==> config.mk <==
export PLATFORM = sky130hd
export DESIGN_NAME = dcsr_regs
export DESIGN_NICKNAME = d
export VERILOG_FILES = /design/src/hw/dcsr_pkg.sv /design/src/hw/dcsr_regs.sv
export SDC_FILE = /design/constraint.sdc
export NUM_CORES = 1
export LEC_CHECK = 0
export ABC_CLOCK_PERIOD_IN_PS = 1450
export BUFFER_PORTS_ARGS = -buffer_cell sky130_fd_sc_hd__buf_2
export CAP_MARGIN = 10
export CORE_AREA = 2 2 90 92
export DETAILED_ROUTE_END_ITERATION = 10
export DIE_AREA = 0 0 92 94
export GPL_TIMING_DRIVEN = 0
export RECOVER_POWER = 25
export SLEW_MARGIN = 5
export SYNTH_ARGS = -nofsm -noshare
export SYNTH_HDL_FRONTEND = slang
export SYNTH_SLANG_ARGS = --single-unit
==> constraint.sdc <==
create_clock -name clock_i -period 1.45 [get_ports clock_i]
set_input_delay 0.2175 -clock clock_i [delete_from_list [all_inputs] [get_ports clock_i]]
set_output_delay 0.2175 -clock clock_i [all_outputs]
set_load 0.02 [all_outputs]
==> src/hw/dcsr_pkg.sv <==
// constants for the driver control/status and fault word pair
// assumes one system clock; command framing is done outside this block
//
// How it works
// - a control word write loads the value and answers with the result
// - bit 0 switches the output and is one after every power-on
// - bit 1 picks the analog setpoint, changeable only while bit 2 reads zero
// - with bit 6 set bit 2 mirrors the pin, else bit 2 is writable
// - bit 3 reads one only while no fault is present
// - bit 4 set makes the driver load stored defaults at power-up
// - bit 6 picks the enable source: pin when one, register bit when zero
// - bit 7 sets the analog span: min-to-max when zero, zero-to-max when one
// - any set fault bit keeps the output off
// - fault bits 1-3 and 5 come from self test and are cleared only by reset
// - fault bit 0 flags an overtemperature shutdown of the output stage
// - fault bits 1,2,3,5: config, default, handheld image, calibration check failures
// - fault bit 7 flags that the last default load failed
// - fault bit 8 flags that the maximum operating temperature was exceeded
// - fault bit 9 is one while cooling down; re-enable refused meanwhile
// - fault bit 10 warns that temperature nears the shutdown point
// - fault bit 11 flags a failure on the internal settings-memory bus
// - fault bit 12 flags pin high at power-on, shown only when bit 6 is one
// - fault bit 13 flags pin high when the source switched to the pin
// - fault bit 15 flags regulator at maximum duty without reaching setpoint
// - fault bit 16 flags output current outside its safe range
package dcsr_pkg;
  // ----------------------------------------------------------------
  // command codes
  // ----------------------------------------------------------------
  localparam logic [15:0] CMD_READ_CONTROL = 16'h0010;
  localparam logic [15:0] CMD_WRITE_CONTROL = 16'h0011;
  localparam logic [15:0] CMD_READ_FAULT = 16'h0020;
  localparam logic [15:0] CMD_CLEAR_FAULT = 16'h00FF;
  localparam logic [15:0] RESP_CONTROL = 16'h0110;
  localparam logic [15:0] RESP_FAULT = 16'h0120;
  localparam logic [15:0] RESP_UNKNOWN = 16'hFFFF;
  // ----------------------------------------------------------------
  // control word fields
  // ----------------------------------------------------------------
  localparam int CTL_OUTPUT_ON = 0;
  localparam int CTL_USE_ANALOG = 1;
  localparam int CTL_ENABLE = 2;
  localparam int CTL_NO_FAULT = 3;
  localparam int CTL_BOOT_DEFAULTS = 4;
  localparam int CTL_ENABLE_FROM_PIN = 6;
  localparam int CTL_SPAN = 7;
  // ----------------------------------------------------------------
  // fault word fields
  // ----------------------------------------------------------------
  localparam int FLT_OVERTEMP_SHUTDOWN = 0;
  localparam int FLT_CONFIG_CORRUPT = 1;
  localparam int FLT_DEFAULT_CORRUPT = 2;
  localparam int FLT_HANDHELD_IMAGE_CORRUPT = 3;
  localparam int FLT_CAL_CORRUPT = 5;
  localparam int FLT_DEFAULT_LOAD_FAILED = 7;
  localparam int FLT_TEMP_EXCEEDED = 8;
  localparam int FLT_COOLING_DOWN = 9;
  localparam int FLT_NEAR_SHUTDOWN_TEMP = 10;
  localparam int FLT_TWI_FAIL = 11;
  localparam int FLT_PIN_HIGH_AT_BOOT = 12;
  localparam int FLT_PIN_HIGH_AT_SWITCH = 13;
  localparam int FLT_REGULATOR_SATURATED = 15;
  localparam int FLT_CURRENT_OUT_OF_RANGE = 16;
  // bits that only the self test may set and only reset clears
  localparam logic [31:0] FLT_SELFTEST_MASK = 32'h0000002E;
  // ----------------------------------------------------------------
  // reset values and boot timing
  // ----------------------------------------------------------------
  localparam logic [31:0] CTL_RESET = 32'h00000001;
  localparam logic [31:0] FLT_RESET = 32'h00000000;
  // cycles after release before the synchronised pin is trusted
  localparam logic [1:0] BOOT_SAMPLE_CYCLE = 2'h2;
endpackage : dcsr_pkg

==> src/hw/dcsr_regs.sv <==
// control/status and fault word pair of the current driver
// assumes commands arrive as one-cycle strobes on clock_i and that the
// enable pin is asynchronous; fault sources are levels or pulses on clock_i
`timescale 1ns/1ps
module dcsr_regs (
  // clock and reset
  input wire logic clock_i,
  input wire logic rst_i,
  // command port
  input wire logic cmd_valid_i,
  input wire logic [15:0] cmd_code_i,
  input wire logic [31:0] cmd_data_i,
  // answer port
  output logic resp_valid_o,
  output logic [15:0] resp_code_o,
  output logic [31:0] resp_data_o,
  // pin and stored boot setting
  input wire logic enable_pin_i,
  input wire logic boot_defaults_i,
  // fault sources
  input wire logic selftest_valid_i,
  input wire logic [3:0] selftest_fail_i,
  input wire logic overtemp_shutdown_i,
  input wire logic default_load_done_i,
  input wire logic default_load_ok_i,
  input wire logic temp_exceeded_i,
  input wire logic cooling_down_i,
  input wire logic near_shutdown_temp_i,
  input wire logic twi_fail_i,
  input wire logic regulator_saturated_i,
  input wire logic current_out_of_range_i,
  // driver controls
  output logic output_on_o,
  output logic use_analog_setpoint_o,
  output logic analog_setpoint_span_o,
  output logic default_load_req_o
);
  import dcsr_pkg::*;

  // ----------------------------------------------------------------
  // state
  // ----------------------------------------------------------------
  logic pin_meta;
  logic pin_sync;
  logic [1:0] boot_cnt;
  logic [31:0] ctl;
  logic [31:0] flt;
  logic [31:0] next_ctl;
  logic [31:0] next_flt;
  logic [31:0] flt_vis;
  logic [31:0] ctl_vis;
  logic [31:0] next_flt_vis;
  logic [31:0] next_ctl_vis;
  logic en_eff;
  logic do_write;
  logic do_clear;
  logic boot_sample;

  // pin synchroniser; only the second stage is read
  always_ff @(posedge clock_i or posedge rst_i) begin
    if (rst_i) begin
      pin_meta <= 1'b0;
      pin_sync <= 1'b0;
    end else begin
      pin_meta <= enable_pin_i;
      pin_sync <= pin_meta;
    end
  end

  // boot counter: the pin and the boot strap are caught once the sync is full
  always_ff @(posedge clock_i or posedge rst_i) begin
    if (rst_i) begin
      boot_cnt <= 2'h0;
    end else if (boot_cnt != 2'h3) begin
      boot_cnt <= boot_cnt + 2'h1;
    end
  end
  assign boot_sample = (boot_cnt == BOOT_SAMPLE_CYCLE);

  assign do_write = cmd_valid_i && (cmd_code_i == CMD_WRITE_CONTROL);
  assign do_clear = cmd_valid_i && (cmd_code_i == CMD_CLEAR_FAULT);

  // ----------------------------------------------------------------
  // control word
  // ----------------------------------------------------------------
  // stored bit 2 is the register enable; the read view swaps in the pin
  assign en_eff = ctl[CTL_ENABLE_FROM_PIN] ? pin_sync : ctl[CTL_ENABLE];

  always_comb begin
    next_ctl = ctl;
    if (boot_sample) begin
      next_ctl[CTL_BOOT_DEFAULTS] = boot_defaults_i;
    end
    if (do_write) begin
      // bits 0, 4, 6 and 7 take the written value; reserved and read-only bits drop
      next_ctl[CTL_OUTPUT_ON] = cmd_data_i[CTL_OUTPUT_ON];
      next_ctl[CTL_BOOT_DEFAULTS] = cmd_data_i[CTL_BOOT_DEFAULTS];
      next_ctl[CTL_ENABLE_FROM_PIN] = cmd_data_i[CTL_ENABLE_FROM_PIN];
      next_ctl[CTL_SPAN] = cmd_data_i[CTL_SPAN];
      if (!en_eff) begin
        next_ctl[CTL_USE_ANALOG] = cmd_data_i[CTL_USE_ANALOG];
      end
      // register enable is writable only while the pin is not the source
      if (!ctl[CTL_ENABLE_FROM_PIN]) begin
        // while cooling a request to turn on is refused, turn off still works
        if (!(cooling_down_i && cmd_data_i[CTL_ENABLE] && !ctl[CTL_ENABLE])) begin
          next_ctl[CTL_ENABLE] = cmd_data_i[CTL_ENABLE];
        end
      end
    end
    next_ctl[CTL_NO_FAULT] = 1'b0;
    next_ctl[5] = 1'b0;
    next_ctl[31:8] = 24'h000000;
  end

  // the on bit comes back high on every power-on
  always_ff @(posedge clock_i or posedge rst_i) begin
    if (rst_i) begin
      ctl <= CTL_RESET;
    end else begin
      ctl <= next_ctl;
    end
  end

  // ----------------------------------------------------------------
  // fault word
  // ----------------------------------------------------------------
  // set beats clear everywhere; self test bits ignore the clear entirely
  always_comb begin
    next_flt = flt;
    if (do_clear) begin
      next_flt = flt & FLT_SELFTEST_MASK;
    end
    if (selftest_valid_i) begin
      next_flt[FLT_CONFIG_CORRUPT] = flt[FLT_CONFIG_CORRUPT] | selftest_fail_i[0];
      next_flt[FLT_DEFAULT_CORRUPT] = flt[FLT_DEFAULT_CORRUPT] | selftest_fail_i[1];
      next_flt[FLT_HANDHELD_IMAGE_CORRUPT] = flt[FLT_HANDHELD_IMAGE_CORRUPT] |
                                             selftest_fail_i[2];
      next_flt[FLT_CAL_CORRUPT] = flt[FLT_CAL_CORRUPT] | selftest_fail_i[3];
    end
    if (overtemp_shutdown_i) next_flt[FLT_OVERTEMP_SHUTDOWN] = 1'b1;
    if (default_load_done_i) begin
      next_flt[FLT_DEFAULT_LOAD_FAILED] = !default_load_ok_i;
    end
    if (temp_exceeded_i) next_flt[FLT_TEMP_EXCEEDED] = 1'b1;
    // cooling and warning follow their source as levels
    next_flt[FLT_COOLING_DOWN] = cooling_down_i;
    next_flt[FLT_NEAR_SHUTDOWN_TEMP] = near_shutdown_temp_i;
    if (twi_fail_i) next_flt[FLT_TWI_FAIL] = 1'b1;
    if (boot_sample && pin_sync) next_flt[FLT_PIN_HIGH_AT_BOOT] = 1'b1;
    if (do_write && cmd_data_i[CTL_ENABLE_FROM_PIN] && !ctl[CTL_ENABLE_FROM_PIN] && pin_sync) begin
      next_flt[FLT_PIN_HIGH_AT_SWITCH] = 1'b1;
    end
    if (regulator_saturated_i) next_flt[FLT_REGULATOR_SATURATED] = 1'b1;
    if (current_out_of_range_i) next_flt[FLT_CURRENT_OUT_OF_RANGE] = 1'b1;
    next_flt[4] = 1'b0;
    next_flt[6] = 1'b0;
    next_flt[14] = 1'b0;
    next_flt[31:17] = 15'h0000;
  end

  always_ff @(posedge clock_i or posedge rst_i) begin
    if (rst_i) begin
      flt <= FLT_RESET;
    end else begin
      flt <= next_flt;
    end
  end

  // ----------------------------------------------------------------
  // read views
  // ----------------------------------------------------------------
  // the boot pin flag is only meaningful with the pin as enable source
  function automatic logic [31:0] flt_view(input logic [31:0] f, input logic from_pin);
    logic [31:0] v;
    v = f;
    v[FLT_PIN_HIGH_AT_BOOT] = f[FLT_PIN_HIGH_AT_BOOT] & from_pin;
    return v;
  endfunction : flt_view

  function automatic logic [31:0] ctl_view(input logic [31:0] c, input logic [31:0] fv,
                                           input logic pin);
    logic [31:0] v;
    v = c;
    if (c[CTL_ENABLE_FROM_PIN]) v[CTL_ENABLE] = pin;
    v[CTL_NO_FAULT] = (fv == 32'h00000000);
    return v;
  endfunction : ctl_view

  assign flt_vis = flt_view(flt, ctl[CTL_ENABLE_FROM_PIN]);
  assign ctl_vis = ctl_view(ctl, flt_vis, pin_sync);
  assign next_flt_vis = flt_view(next_flt, next_ctl[CTL_ENABLE_FROM_PIN]);
  assign next_ctl_vis = ctl_view(next_ctl, next_flt_vis, pin_sync);

  // ----------------------------------------------------------------
  // answers
  // ----------------------------------------------------------------
  // answer shows the state as it stands after the command took effect
  always_ff @(posedge clock_i or posedge rst_i) begin
    if (rst_i) begin
      resp_valid_o <= 1'b0;
      resp_code_o <= 16'h0000;
      resp_data_o <= 32'h00000000;
    end else begin
      resp_valid_o <= cmd_valid_i;
      if (cmd_valid_i) begin
        case (cmd_code_i)
          CMD_READ_CONTROL, CMD_WRITE_CONTROL: begin
            resp_code_o <= RESP_CONTROL;
            resp_data_o <= next_ctl_vis;
          end
          CMD_READ_FAULT, CMD_CLEAR_FAULT: begin
            resp_code_o <= RESP_FAULT;
            resp_data_o <= next_flt_vis;
          end
          default: begin
            resp_code_o <= RESP_UNKNOWN;
            resp_data_o <= 32'h00000000;
          end
        endcase
      end
    end
  end

  // ----------------------------------------------------------------
  // driver controls
  // ----------------------------------------------------------------
  // any fault, warning included, keeps the stage off
  always_ff @(posedge clock_i or posedge rst_i) begin
    if (rst_i) begin
      output_on_o <= 1'b0;
      use_analog_setpoint_o <= 1'b0;
      analog_setpoint_span_o <= 1'b0;
    end else begin
      output_on_o <= ctl[CTL_OUTPUT_ON] && en_eff && (flt_vis == 32'h00000000);
      use_analog_setpoint_o <= next_ctl[CTL_USE_ANALOG];
      analog_setpoint_span_o <= next_ctl[CTL_SPAN];
    end
  end

  // one pulse after release when the stored boot setting asks for defaults
  always_ff @(posedge clock_i or posedge rst_i) begin
    if (rst_i) begin
      default_load_req_o <= 1'b0;
    end else begin
      default_load_req_o <= boot_sample && boot_defaults_i;
    end
  end

  // ----------------------------------------------------------------
  // checks
  // ----------------------------------------------------------------
  a_resp_one_cycle: assert property (@(posedge clock_i) disable iff (rst_i)
    cmd_valid_i |=> resp_valid_o)
    else $error("command not answered in one cycle");

  // the pin may move under the answer, so the mirrored enable bit is checked elsewhere
  a_write_echo_state: assert property (@(posedge clock_i) disable iff (rst_i)
    do_write |=> (resp_code_o == RESP_CONTROL) && (resp_data_o[31:3] == ctl_vis[31:3]) &&
      (resp_data_o[1:0] == ctl_vis[1:0]) &&
      (ctl[CTL_ENABLE_FROM_PIN] || (resp_data_o[CTL_ENABLE] == ctl[CTL_ENABLE])))
    else $error("write answer differs from register");

  a_fault_forces_off: assert property (@(posedge clock_i) disable iff (rst_i)
    (flt_vis != 32'h00000000) |=> !output_on_o)
    else $error("output on while a fault is set");

  a_no_fault_bit: assert property (@(posedge clock_i) disable iff (rst_i)
    resp_valid_o && (resp_code_o == RESP_CONTROL) |->
      resp_data_o[CTL_NO_FAULT] == (flt_vis == 32'h00000000))
    else $error("no-fault bit disagrees with fault word");

  // every self test bit that was set must still be set, one by one
  a_selftest_sticky: assert property (@(posedge clock_i) disable iff (rst_i)
    (flt & FLT_SELFTEST_MASK) != 32'h00000000 |=>
      (flt & $past(flt) & FLT_SELFTEST_MASK) == ($past(flt) & FLT_SELFTEST_MASK))
    else $error("self test fault bit was cleared");

  a_overtemp_latched: assert property (@(posedge clock_i) disable iff (rst_i)
    overtemp_shutdown_i |=> flt[FLT_OVERTEMP_SHUTDOWN])
    else $error("overtemperature flag not latched");

  a_cooling_mirror: assert property (@(posedge clock_i) disable iff (rst_i)
    cooling_down_i |=> flt[FLT_COOLING_DOWN])
    else $error("cooling flag does not follow its source");

  a_span_follows_write: assert property (@(posedge clock_i) disable iff (rst_i)
    do_write |=> analog_setpoint_span_o == $past(cmd_data_i[CTL_SPAN]))
    else $error("span output did not take written value");

  a_cool_refuses_on: assert property (@(posedge clock_i) disable iff (rst_i)
    cooling_down_i && !ctl[CTL_ENABLE] ##0 do_write |=> !ctl[CTL_ENABLE])
    else $error("enable accepted while cooling down");

  a_pin_drives_enable: assert property (@(posedge clock_i) disable iff (rst_i)
    resp_valid_o && (resp_code_o == RESP_CONTROL) && ctl[CTL_ENABLE_FROM_PIN] |->
      resp_data_o[CTL_ENABLE] == $past(pin_sync))
    else $error("enable bit does not mirror pin");

  a_setpoint_locked: assert property (@(posedge clock_i) disable iff (rst_i)
    en_eff && do_write |=> $stable(ctl[CTL_USE_ANALOG]))
    else $error("setpoint source changed while enabled");

  a_switch_pin_flag: assert property (@(posedge clock_i) disable iff (rst_i)
    do_write && cmd_data_i[CTL_ENABLE_FROM_PIN] && !ctl[CTL_ENABLE_FROM_PIN] && pin_sync
    |=> flt[FLT_PIN_HIGH_AT_SWITCH])
    else $error("pin-high-at-switch flag not set");

  a_reserved_zero: assert property (@(posedge clock_i) disable iff (rst_i)
    ctl_vis[31:8] == 24'h000000 && flt[31:17] == 15'h0000 ##0 !ctl_vis[5])
    else $error("reserved bit reads nonzero");
endmodule : dcsr_regs

* Word level (Yosys, flattened, before mapping)
Cells that the tools add are included.
Widths: inputs -> output; s select.
** Storage, ports and cells
- Latch bits :: 0
- Memories kept :: 0
- Output and inout port bits :: 53
- Input bits :: 67
- Memory bits (read-only) :: 0
- RAM bits :: 0
- Register bits :: 77
** Cells by class
- Add/subtract/negate cells :: 1
- Reductions and logical operators :: 18
- Muxes and demuxes :: 22
- $mul :: 0
- Bitwise logic cells :: 6
- Order comparisons :: 0
- Equal/unequal tests :: 6
- Shift-type cells :: 0
- Divide/modulo/power cells :: 0
** Operators by type and width (count)
- $logic_not 32->1 :: 2
- $pmux 17 s2 :: 1
- $eq 16x5->1 const B :: 2
- $pmux 16 s2 :: 1
- $mux 17 :: 1
- $eq 16x6->1 const B :: 1
- $eq 16x8->1 const B :: 1
- $mux 1 :: 16
- $logic_and 1x1->1 :: 11
- $mux 3 :: 2
- $or 1x1->1 :: 4
- $reduce_or 2->1 :: 2
- $logic_not 1->1 :: 3
- $add 2x1->2 const B :: 1
- $and 1x1->1 :: 2
- $eq 2x2->1 const B :: 1
- $mux 2 :: 1
- $ne 2x2->1 const B :: 1

* Depth between registers and ports, before layout
Gate-level depths: netlist (run 1).
- Depth in word-level cells :: 8
- Gate-level depth with buffers :: 6
- Gate-level depth less buffers :: 6

* Least setup slack after synthesis (run 1)
Ideal clock, no wire load.
- Path kind :: input port to flip-flop
- From :: in cmd_code_i[13]
- To :: reg resp_data_o[0]
- Slack :: -0.183 ns
- Path buffers :: 1
- Setup time :: 0.126 ns
- Stages :: 6
- Data arrival time :: 1.507 ns
- Required time :: 1.324 ns
- Cell sequence :: nor4_4 > nand4_2 > or2_1 > buf_6 > a21o_1 > a221o_1
** On the way
- Longest elaborated chain between the ends :: 5
- Elaborated cells on any way between the ends :: 12
** RTL lines
- start: declaration :: line dcsr_regs.sv:11 : input wire logic [15:0] cmd_code_i,
- $eq 16x8->1 :: line dcsr_regs.sv:81 : assign do_clear = cmd_valid_i && (cmd_code_i == CMD_CLEAR_FAULT);
- $logic_and 1x1->1 :: line dcsr_regs.sv:81
- $mux 17 :: line dcsr_regs.sv:131 : if (do_clear) begin
- $mux 1 :: line dcsr_regs.sv:141 : if (overtemp_shutdown_i) next_flt[FLT_OVERTEMP_SHUTDOWN] = 1'b1;
- net next_flt[0] :: line dcsr_regs.sv:49 : logic [31:0] next_flt;
- $pmux 17 s2 :: line dcsr_regs.sv:207 : case (cmd_code_i)
- end signal: assignment :: line dcsr_regs.sv:210 : resp_data_o <= next_ctl_vis;
- end signal: assignment :: line dcsr_regs.sv:214 : resp_data_o <= next_flt_vis;
- end: declaration :: line dcsr_regs.sv:16 : output logic [31:0] resp_data_o,
The timed path passes the listed nets, and every way through them passes these cells.
A chain may end at the register's enable or synchronous reset.

* Final worst setup path (run 1)
- From :: reg flt[13]
- To :: reg resp_data_o[3]
** On the way
- Longest elaborated chain between the ends :: 4
** RTL lines
- start: declaration :: line dcsr_regs.sv:47 : logic [31:0] flt;
- start signal: assignment :: line dcsr_regs.sv:166 : flt <= next_flt;
- $mux 17 :: line dcsr_regs.sv:131
- $mux 1 :: line dcsr_regs.sv:151 : if (do_write && cmd_data_i[CTL_ENABLE_FROM_PIN] && !ctl[CTL_ENABLE_FROM_PIN] && pin_sync) begin
- $logic_not 32->1 :: line dcsr_regs.sv:186 : v[CTL_NO_FAULT] = (fv == 32'h00000000);
- $pmux 17 s2 :: line dcsr_regs.sv:207
No other way between the ends.

==> flow_metrics.env, run 1 <==
export IMPL_run_status="complete, but fails checks"
export IMPL_failed_checks="setup timing"
export IMPL_syn_mean_instance_area_um2=11.29
export IMPL_gr_usage_all_layers_pct=13.26
export IMPL_chipHeight_um=94
export IMPL_worst_slew_pin_slew_ns=0.5198
export IMPL_syn_cell_area_mm2=0.002225
export IMPL_cts_htree_levels=2
export IMPL_endpoint_kind="register"
export IMPL_chipWidth_um=92
export IMPL_synth_compound_area_share_pct=14.29
export IMPL_setup_tns_final_ns=-0.2276
export IMPL_io_buffer_count=77
export IMPL_synth_largest_area_cell="dfrtp_1"
export IMPL_synth_adder_area_share_pct=1.125
export IMPL_first_pass_iters=4
export IMPL_net_count_reported_at_finish=375
export IMPL_post_layout_nonfiller_instances=409
export IMPL_start_util_pct=29.24
export IMPL_r2r_end="resp_data_o[3]"
export IMPL_fin_worst_hold_slack_ns=0.08543
export IMPL_r2r_depth=5
export IMPL_netlist_area_leader_share_pct=51.74
export IMPL_inserted_clock_buffers=5
export IMPL_synth_edff_count=0
export IMPL_grt_setup_unrepaired="true"
export IMPL_antenna_found_initial=0
export IMPL_remaining_routing_drc_violations=0
export IMPL_cts_buffer_depth=2
export IMPL_crit_buf_inv=0
export IMPL_p_leak_nw=1.482
export IMPL_count_of_state_elements_after_synthesis=47
export IMPL_synth_main_ff_cell="dfrtp_1"
export IMPL_worst_hold_start="near_shutdown_temp_i"
export IMPL_yosys_area_share_simple_pct=15.58
export IMPL_synth_area_leaders="dfrtp_1 52%, buf_4 9.4%, a22o_1 4.3%"
export IMPL_timing_critical_path_slowest_stage_cell="or4_4"
export IMPL_fmax_mhz=628.7
export IMPL_clk_pin_slew_ns=0.09
export IMPL_clock_sink_count=47
export IMPL_routed_via_density=4.421
export IMPL_synth_cell_types=46
export IMPL_largest_family_of_logic_cells_by_synthesized_area="simple AND/OR/NAND/NOR gates"
export IMPL_layout_overhead_on_the_synthesized_area_pct=37.85
export IMPL_final_critical_period_ns=1.591
export IMPL_post_route_period_util_pct=109.7
export IMPL_worst_hold_path_cell_count=1
export IMPL_synth_cells=197
export IMPL_clk_root_buffer_cell="clkbuf_8"
export IMPL_grt_pass1_wl_um=8797
export IMPL_post_synth_xor_area_fraction_pct=0.3937
export IMPL_hold_path_class="input pin to register"
export IMPL_layout_filler_cells=788
export IMPL_core_area_mm2=0.007607
export IMPL_setup_worst_path_start_class="register"
export IMPL_finalHoldViolCount=0
export IMPL_fin_util_pct=40.31
export IMPL_grt_pass1_vias=1768
export IMPL_tritoncts="built"
export IMPL_relSlewSlack_pct=65.35
export IMPL_setup_violations_final=3
export IMPL_critPathMaxFanout=2
export IMPL_top_level_ports=120
export IMPL_clock_latency_ns=0.31
export IMPL_synth_async_reset_ratio_pct=100.0
export IMPL_drv_max_cap_violation_count=0
export IMPL_critical_path_top_delay_family="simple AND/OR/NAND/NOR gates"
export IMPL_path_cells="nor4_1, nand2_1, o22a_2, or4_4, o21ai_2"
export IMPL_whs_endpoint="flt[10]"
export IMPL_placement_rows=32
export IMPL_antenna_violating_nets_post_route=0
export IMPL_path_class="register to register"
export IMPL_drive_gt1_share_pct=48.53
export IMPL_grt_start_max_net_pins=27
export IMPL_place_detailed_instances=392
export IMPL_dpl_hpwl_um=4395
export IMPL_final_max_slew_violation_count=0
export IMPL_critPathMaxStageDelay_ns=0.42
export IMPL_final_setup_worst_slack_ns=-0.1405
export IMPL_mux_cell_area_share_after_synthesis_pct=3.825
export IMPL_regToRegSetupSlack_ns=-0.14
export IMPL_synth_yosys_warnings=0
export IMPL_drt_first_iter_violations=79
export IMPL_diode_insertion_count_for_antenna_repair=0
export IMPL_num_vias=1808
export IMPL_synth_seq_area_share_pct=52.92
export IMPL_detail_route_wirelength_um=5707
export IMPL_weighted_congestion_reported_at_the_end_of_routability_driven_placement=0.7636
export IMPL_cellPowerDensity_mw_per_mm2=829.5
export IMPL_cp_data_required_time_ns=1.70
export IMPL_clock_skew_ns=0.01433
export IMPL_wl_per_cell_um=13.95
export IMPL_overflow=0
export IMPL_critical_path_arrival_ns=1.84
export IMPL_design_die_area_mm2=0.008648
export IMPL_worst_vdd_rail_ir_drop_mv=0.3393
export IMPL_worstReg2RegStart="flt[13]"
[cells in the mapped netlist (all sizes together) (2+ instances only)]
| library cell | number |
|---|---|
| buf | 30 |
| nand4 | 4 |
| nand3 | 6 |
| ha | 2 |
| o221ai | 2 |
| mux2i | 4 |
| o21ai | 5 |
| and3 | 2 |
| clkbuf | 3 |
| and2 | 2 |
| dfrtp | 46 |
| a22o | 11 |
| a22oi | 2 |
| nor2b | 3 |
| nand2 | 6 |
| nor4 | 5 |
| a21oi | 5 |
| mux2 | 4 |
| nor2 | 15 |
| inv | 6 |
| a221o | 3 |
| nor3 | 5 |
| or2 | 2 |
| a21o | 10 |
| nand2b | 2 |
[metal layers]
layer  share of wire [%]  vias to the layer above  wire length, um  global-route usage [%]
li1                    -                      883                -                       -
met2                  49                       64             2823                   23.04
met3                 6.4                        5              364                   3.130
met5                   0                        -                0                       0
met1                  43                      856             2465                   16.37
met4                0.93                        0               53                   4.104
[registers in the layout, indices dropped and copies added (netlist names)]
signal / cells
flt: 14
default_load_req_o: 1
pin_sync: 1
output_on_o: 1
pin_meta: 1
resp_data_o: 16
resp_valid_o: 1
ctl: 6
boot_cnt: 2
resp_code_o: 4
[kinds of logic (layout without fill, tap and decap cells)]
| family | count (synthesis) | count (layout) |
|---|---|---|
| buffers and inverters | 39 | 134 |
| DFF | 47 | 47 |
| muxes | 8 | 8 |
| other | 1 | 16 |
| xor gates and xnor gates | 1 | 1 |
| adders and majority gates | 2 | 2 |
| and+or+nand+nor | 58 | 58 |
| AOI/OAI and AO/OA | 41 | 41 |
[stage by stage]
stage / total power, mW / setup WS, ns / instance area (um^2)
2_1_floorplan: 1.481 / -0.1649 / 2282
3_3_place_gp: 1.574 / -0.5209 / 2795
3_5_place_dp: 1.586 / -0.4200 / 2815
4_1_cts: 2.576 / -0.1327 / 2983
5_1_grt: 2.646 / -0.2288 / 3067
6_report: 2.544 / -0.1405 / 3067
[worst max path at each step]
stage,end,depth (start not counted),startpoint
after floorplan,resp_data_o[7],6,cmd_code_i[14]
after global placement,resp_data_o[10],2,rst_i
after detailed placement,resp_data_o[0],7,cmd_valid_i
after CTS,resp_data_o[3],5,flt[3]
after global routing,resp_data_o[3],5,flt[3]
final,resp_data_o[3],5,flt[13]
[cell type report]
class / instances / area [um^2] / share of cell area, %
buffer: 33 / 242.7 / 7.915
clock buffer: 5 / 68.82 / 2.244
clock inverter: 3 / 43.79 / 1.428
inverter: 6 / 22.52 / 0.7344
multi-input combinational: 126 / 892.1 / 29.09
sequential: 47 / 1179 / 38.43
tap: 102 / 127.6 / 4.162
timing repair buffer: 87 / 490.5 / 15.99
[repair_timing]
item / in CTS / in global routing
gates resized for setup: 5 / 11
pin swaps: 4 / 3
endpoints found under the hold margin: 21 / 0
setup buffers: 2 / 5
hold buffers: 2 / 0
endpoints found under the setup margin: 25 / 15
[placed cells by master (no fill, tap or decap), types with 4 or more instances in the layout]
cell,synthesis,layout
a21oi_1,5,4
conb_1,1,16
buf_2,1,75
nor2_1,15,15
mux2_2,4,4
nand3_1,6,6
buf_4,28,36
nor3_1,5,5
clkbuf_8,0,5
mux2i_1,4,4
a22o_1,11,11
a21o_1,5,5
dfrtp_1,46,45
inv_1,6,5
nand2_1,5,5
[power breakdown]
part,internal [mW],switching [mW]
sequential,1.32,0.00476
clock,0.514,0.461
combinational,0.102,0.142
total,1.94,0.608
[worst reg2reg max path, cell delays in order (launching register included)]
cell and delay (ns):
dfrtp_1 0.40, nor4_1 0.27, nand2_1 0.14, o22a_2 0.20, or4_4 0.42, o21ai_2 0.11
No activity file was read; power rests on OpenSTA's default activity.
==> run 2: changes to the inputs <==
CORE_AREA = 2 2 78 80   (was 2 2 90 92)
DIE_AREA = 0 0 80 82   (was 0 0 92 94)
PLACE_DENSITY = 0.74   (was not set)
RECOVER_POWER = not set   (was 25)
==> flow_metrics.env, run 2 (synthesis results as in run 1) <==
export IMPL_most_common_library_cell_in_the_layout_ignoring_fill_and_taps="buf_2"
export IMPL_antenna_violating_nets_post_route=0
export IMPL_registers_top_by_ff_count="resp_data_o"
export IMPL_critical_path_arrival_ns=1.75
export IMPL_layout_filler_cells=547
export IMPL_diode_insertion_count_for_antenna_repair=0
export IMPL_design_die_area_mm2=0.006560
export IMPL_cts_htree_levels=2
export IMPL_first_pass_iters=4
export IMPL_gr_usage_all_layers_pct=15.91
export IMPL_p_leak_nw=1.456
export IMPL_top_level_ports=120
export IMPL_final_setup_worst_slack_ns=-0.1156
export IMPL_fin_worst_hold_slack_ns=0.02251
export IMPL_drt_first_iter_violations=90
export IMPL_setup_tns_final_ns=-0.3320
export IMPL_worst_vdd_rail_ir_drop_mv=0.5411
export IMPL_placement_rows=28
export IMPL_startpoint="cmd_code_i[12]"
export IMPL_start_util_pct=38.72
export IMPL_cts_buffer_depth=2
export IMPL_post_route_period_util_pct=108.0
export IMPL_cellPowerDensity_mw_per_mm2=808.1
export IMPL_wl_per_cell_um=13.46
export IMPL_detail_route_wirelength_um=5073
export IMPL_clk_pin_slew_ns=0.08
export IMPL_path_common_cell="buf_6"
export IMPL_io_buffer_count=77
export IMPL_path_class="input pin to register"
export IMPL_routed_via_density=4.798
export IMPL_drive_gt1_share_pct=47.02
export IMPL_finalHoldViolCount=0
export IMPL_cp_data_required_time_ns=1.63
export IMPL_final_max_slew_violation_count=0
export IMPL_layout_common_cells="74 x buf_2, 45 x dfrtp_1, 31 x buf_4"
export IMPL_chipWidth_um=80
export IMPL_grt_pass1_wl_um=8024
export IMPL_layout_overhead_on_the_synthesized_area_pct=34.48
export IMPL_tritoncts="built"
export IMPL_dpl_hpwl_um=3971
export IMPL_fmax_mhz=638.7
export IMPL_setup_violations_final=4
export IMPL_top_regs="resp_data_o (16), flt (14), ctl (6)"
export IMPL_hold_path_class="input pin to register"
export IMPL_setup_worst_path_start_class="input pin"
export IMPL_multiInputGateArea_um2=900.9
export IMPL_grt_pass1_vias=1733
export IMPL_grt_setup_unrepaired="true"
export IMPL_weighted_congestion_reported_at_the_end_of_routability_driven_placement=0.8283
export IMPL_net_count_reported_at_finish=370
export IMPL_core_area_mm2=0.005746
export IMPL_post_layout_nonfiller_instances=377
export IMPL_run_status="complete, but fails checks"
export IMPL_timing_critical_path_slowest_stage_cell="nor4_4"
export IMPL_worst_hold_start="enable_pin_i"
export IMPL_grt_start_max_net_pins=42
export IMPL_path_cells="buf_6, nor4_4, nand4_4, or2_1, buf_6, a21o_1, a221o_1"
export IMPL_endpoint_kind="register"
export IMPL_num_vias=1809
export IMPL_remaining_routing_drc_violations=0
export IMPL_worstReg2RegStart="flt[0]"
export IMPL_register_area_mm2=0.001179
export IMPL_clk_root_buffer_cell="clkbuf_8"
export IMPL_clock_latency_ns=0.30
export IMPL_overflow=0
export IMPL_place_detailed_instances=365
export IMPL_clock_skew_ns=0.008703
export IMPL_clock_sink_count=47
export IMPL_regToRegSetupSlack_ns=-0.11
export IMPL_chipHeight_um=82
export IMPL_critPathMaxStageDelay_ns=0.35
export IMPL_critPathMaxFanout=7
export IMPL_failed_checks="setup timing"
export IMPL_drv_max_cap_violation_count=0
export IMPL_max_reg_flops=16
export IMPL_inserted_clock_buffers=5
export IMPL_antenna_found_initial=0
export IMPL_final_critical_period_ns=1.566
run 2: area by class of cell:
| type | count | share of cell area (%) |
|---|---|---|
| repair buffers | 82 | 15.14 |
| flip-flops and latches | 47 | 39.40 |
| multi-input cells | 126 | 30.11 |
| plain buffers | 33 | 8.114 |
| clock buffers | 8 | 3.346 |
| inverters | 6 | 0.7528 |
| well taps | 75 | 3.137 |
run 2: metal layers:
layer,track usage (%),routed length [um],up-vias
met5,0,0,-
met4,5.085,65,0
met3,4.286,329,6
met2,26.25,2492,65
met1,20.47,2185,862
li1,-,-,876
run 2: worst max-delay path, delay by kind of cell:
kind	cells	cell delay, ns
AND/OR/NAND/NOR	3	0.81
AO/OA/AOI/OAI	2	0.48
buffers and inverters	2	0.24
run 2: timing repair:
action | in CTS | in global routing
pin swaps | 6 | 11
setup buffers | 1 | 2
endpoints found under the setup margin | 13 | 27
endpoints found under the hold margin | 6 | 0
hold buffers | 1 | 0
gates resized for setup | 3 | 13
cloned | 0 | 0
run 2: final timing paths:
| path | cells past startpoint | endpoint |
|---|---|---|
| max in group asynchronous | 4 | ctl[0] |
| min reg2reg | 0 | pin_sync |
| min | 1 | pin_meta |
| max | 7 | resp_data_o[0] |
| min in group asynchronous | 3 | flt[8] |
| max reg2reg | 5 | resp_data_o[3] |
run 2: where the power goes:
group	total [mW]	internal [mW]	switching [mW]	leakage (nW)
Combinational	0.242	0.101	0.141	0.851
Clock	0.851	0.435	0.415	0.0515
Sequential	1.33	1.32	0.00501	0.554
run 2: stage by stage:
stage | power, mW | setup slack (ns) | area (um^2) | util, %
floorplan | 1.481 | -0.1649 | 2282 | -
global placement | 1.573 | -0.4700 | 2761 | 48.06
detailed placement | 1.583 | -0.4130 | 2781 | 48.41
CTS | 2.434 | -0.09729 | 2918 | 50.78
global route | 2.518 | -0.1773 | 2992 | 52.07
finish | 2.418 | -0.1156 | 2992 | 52.07
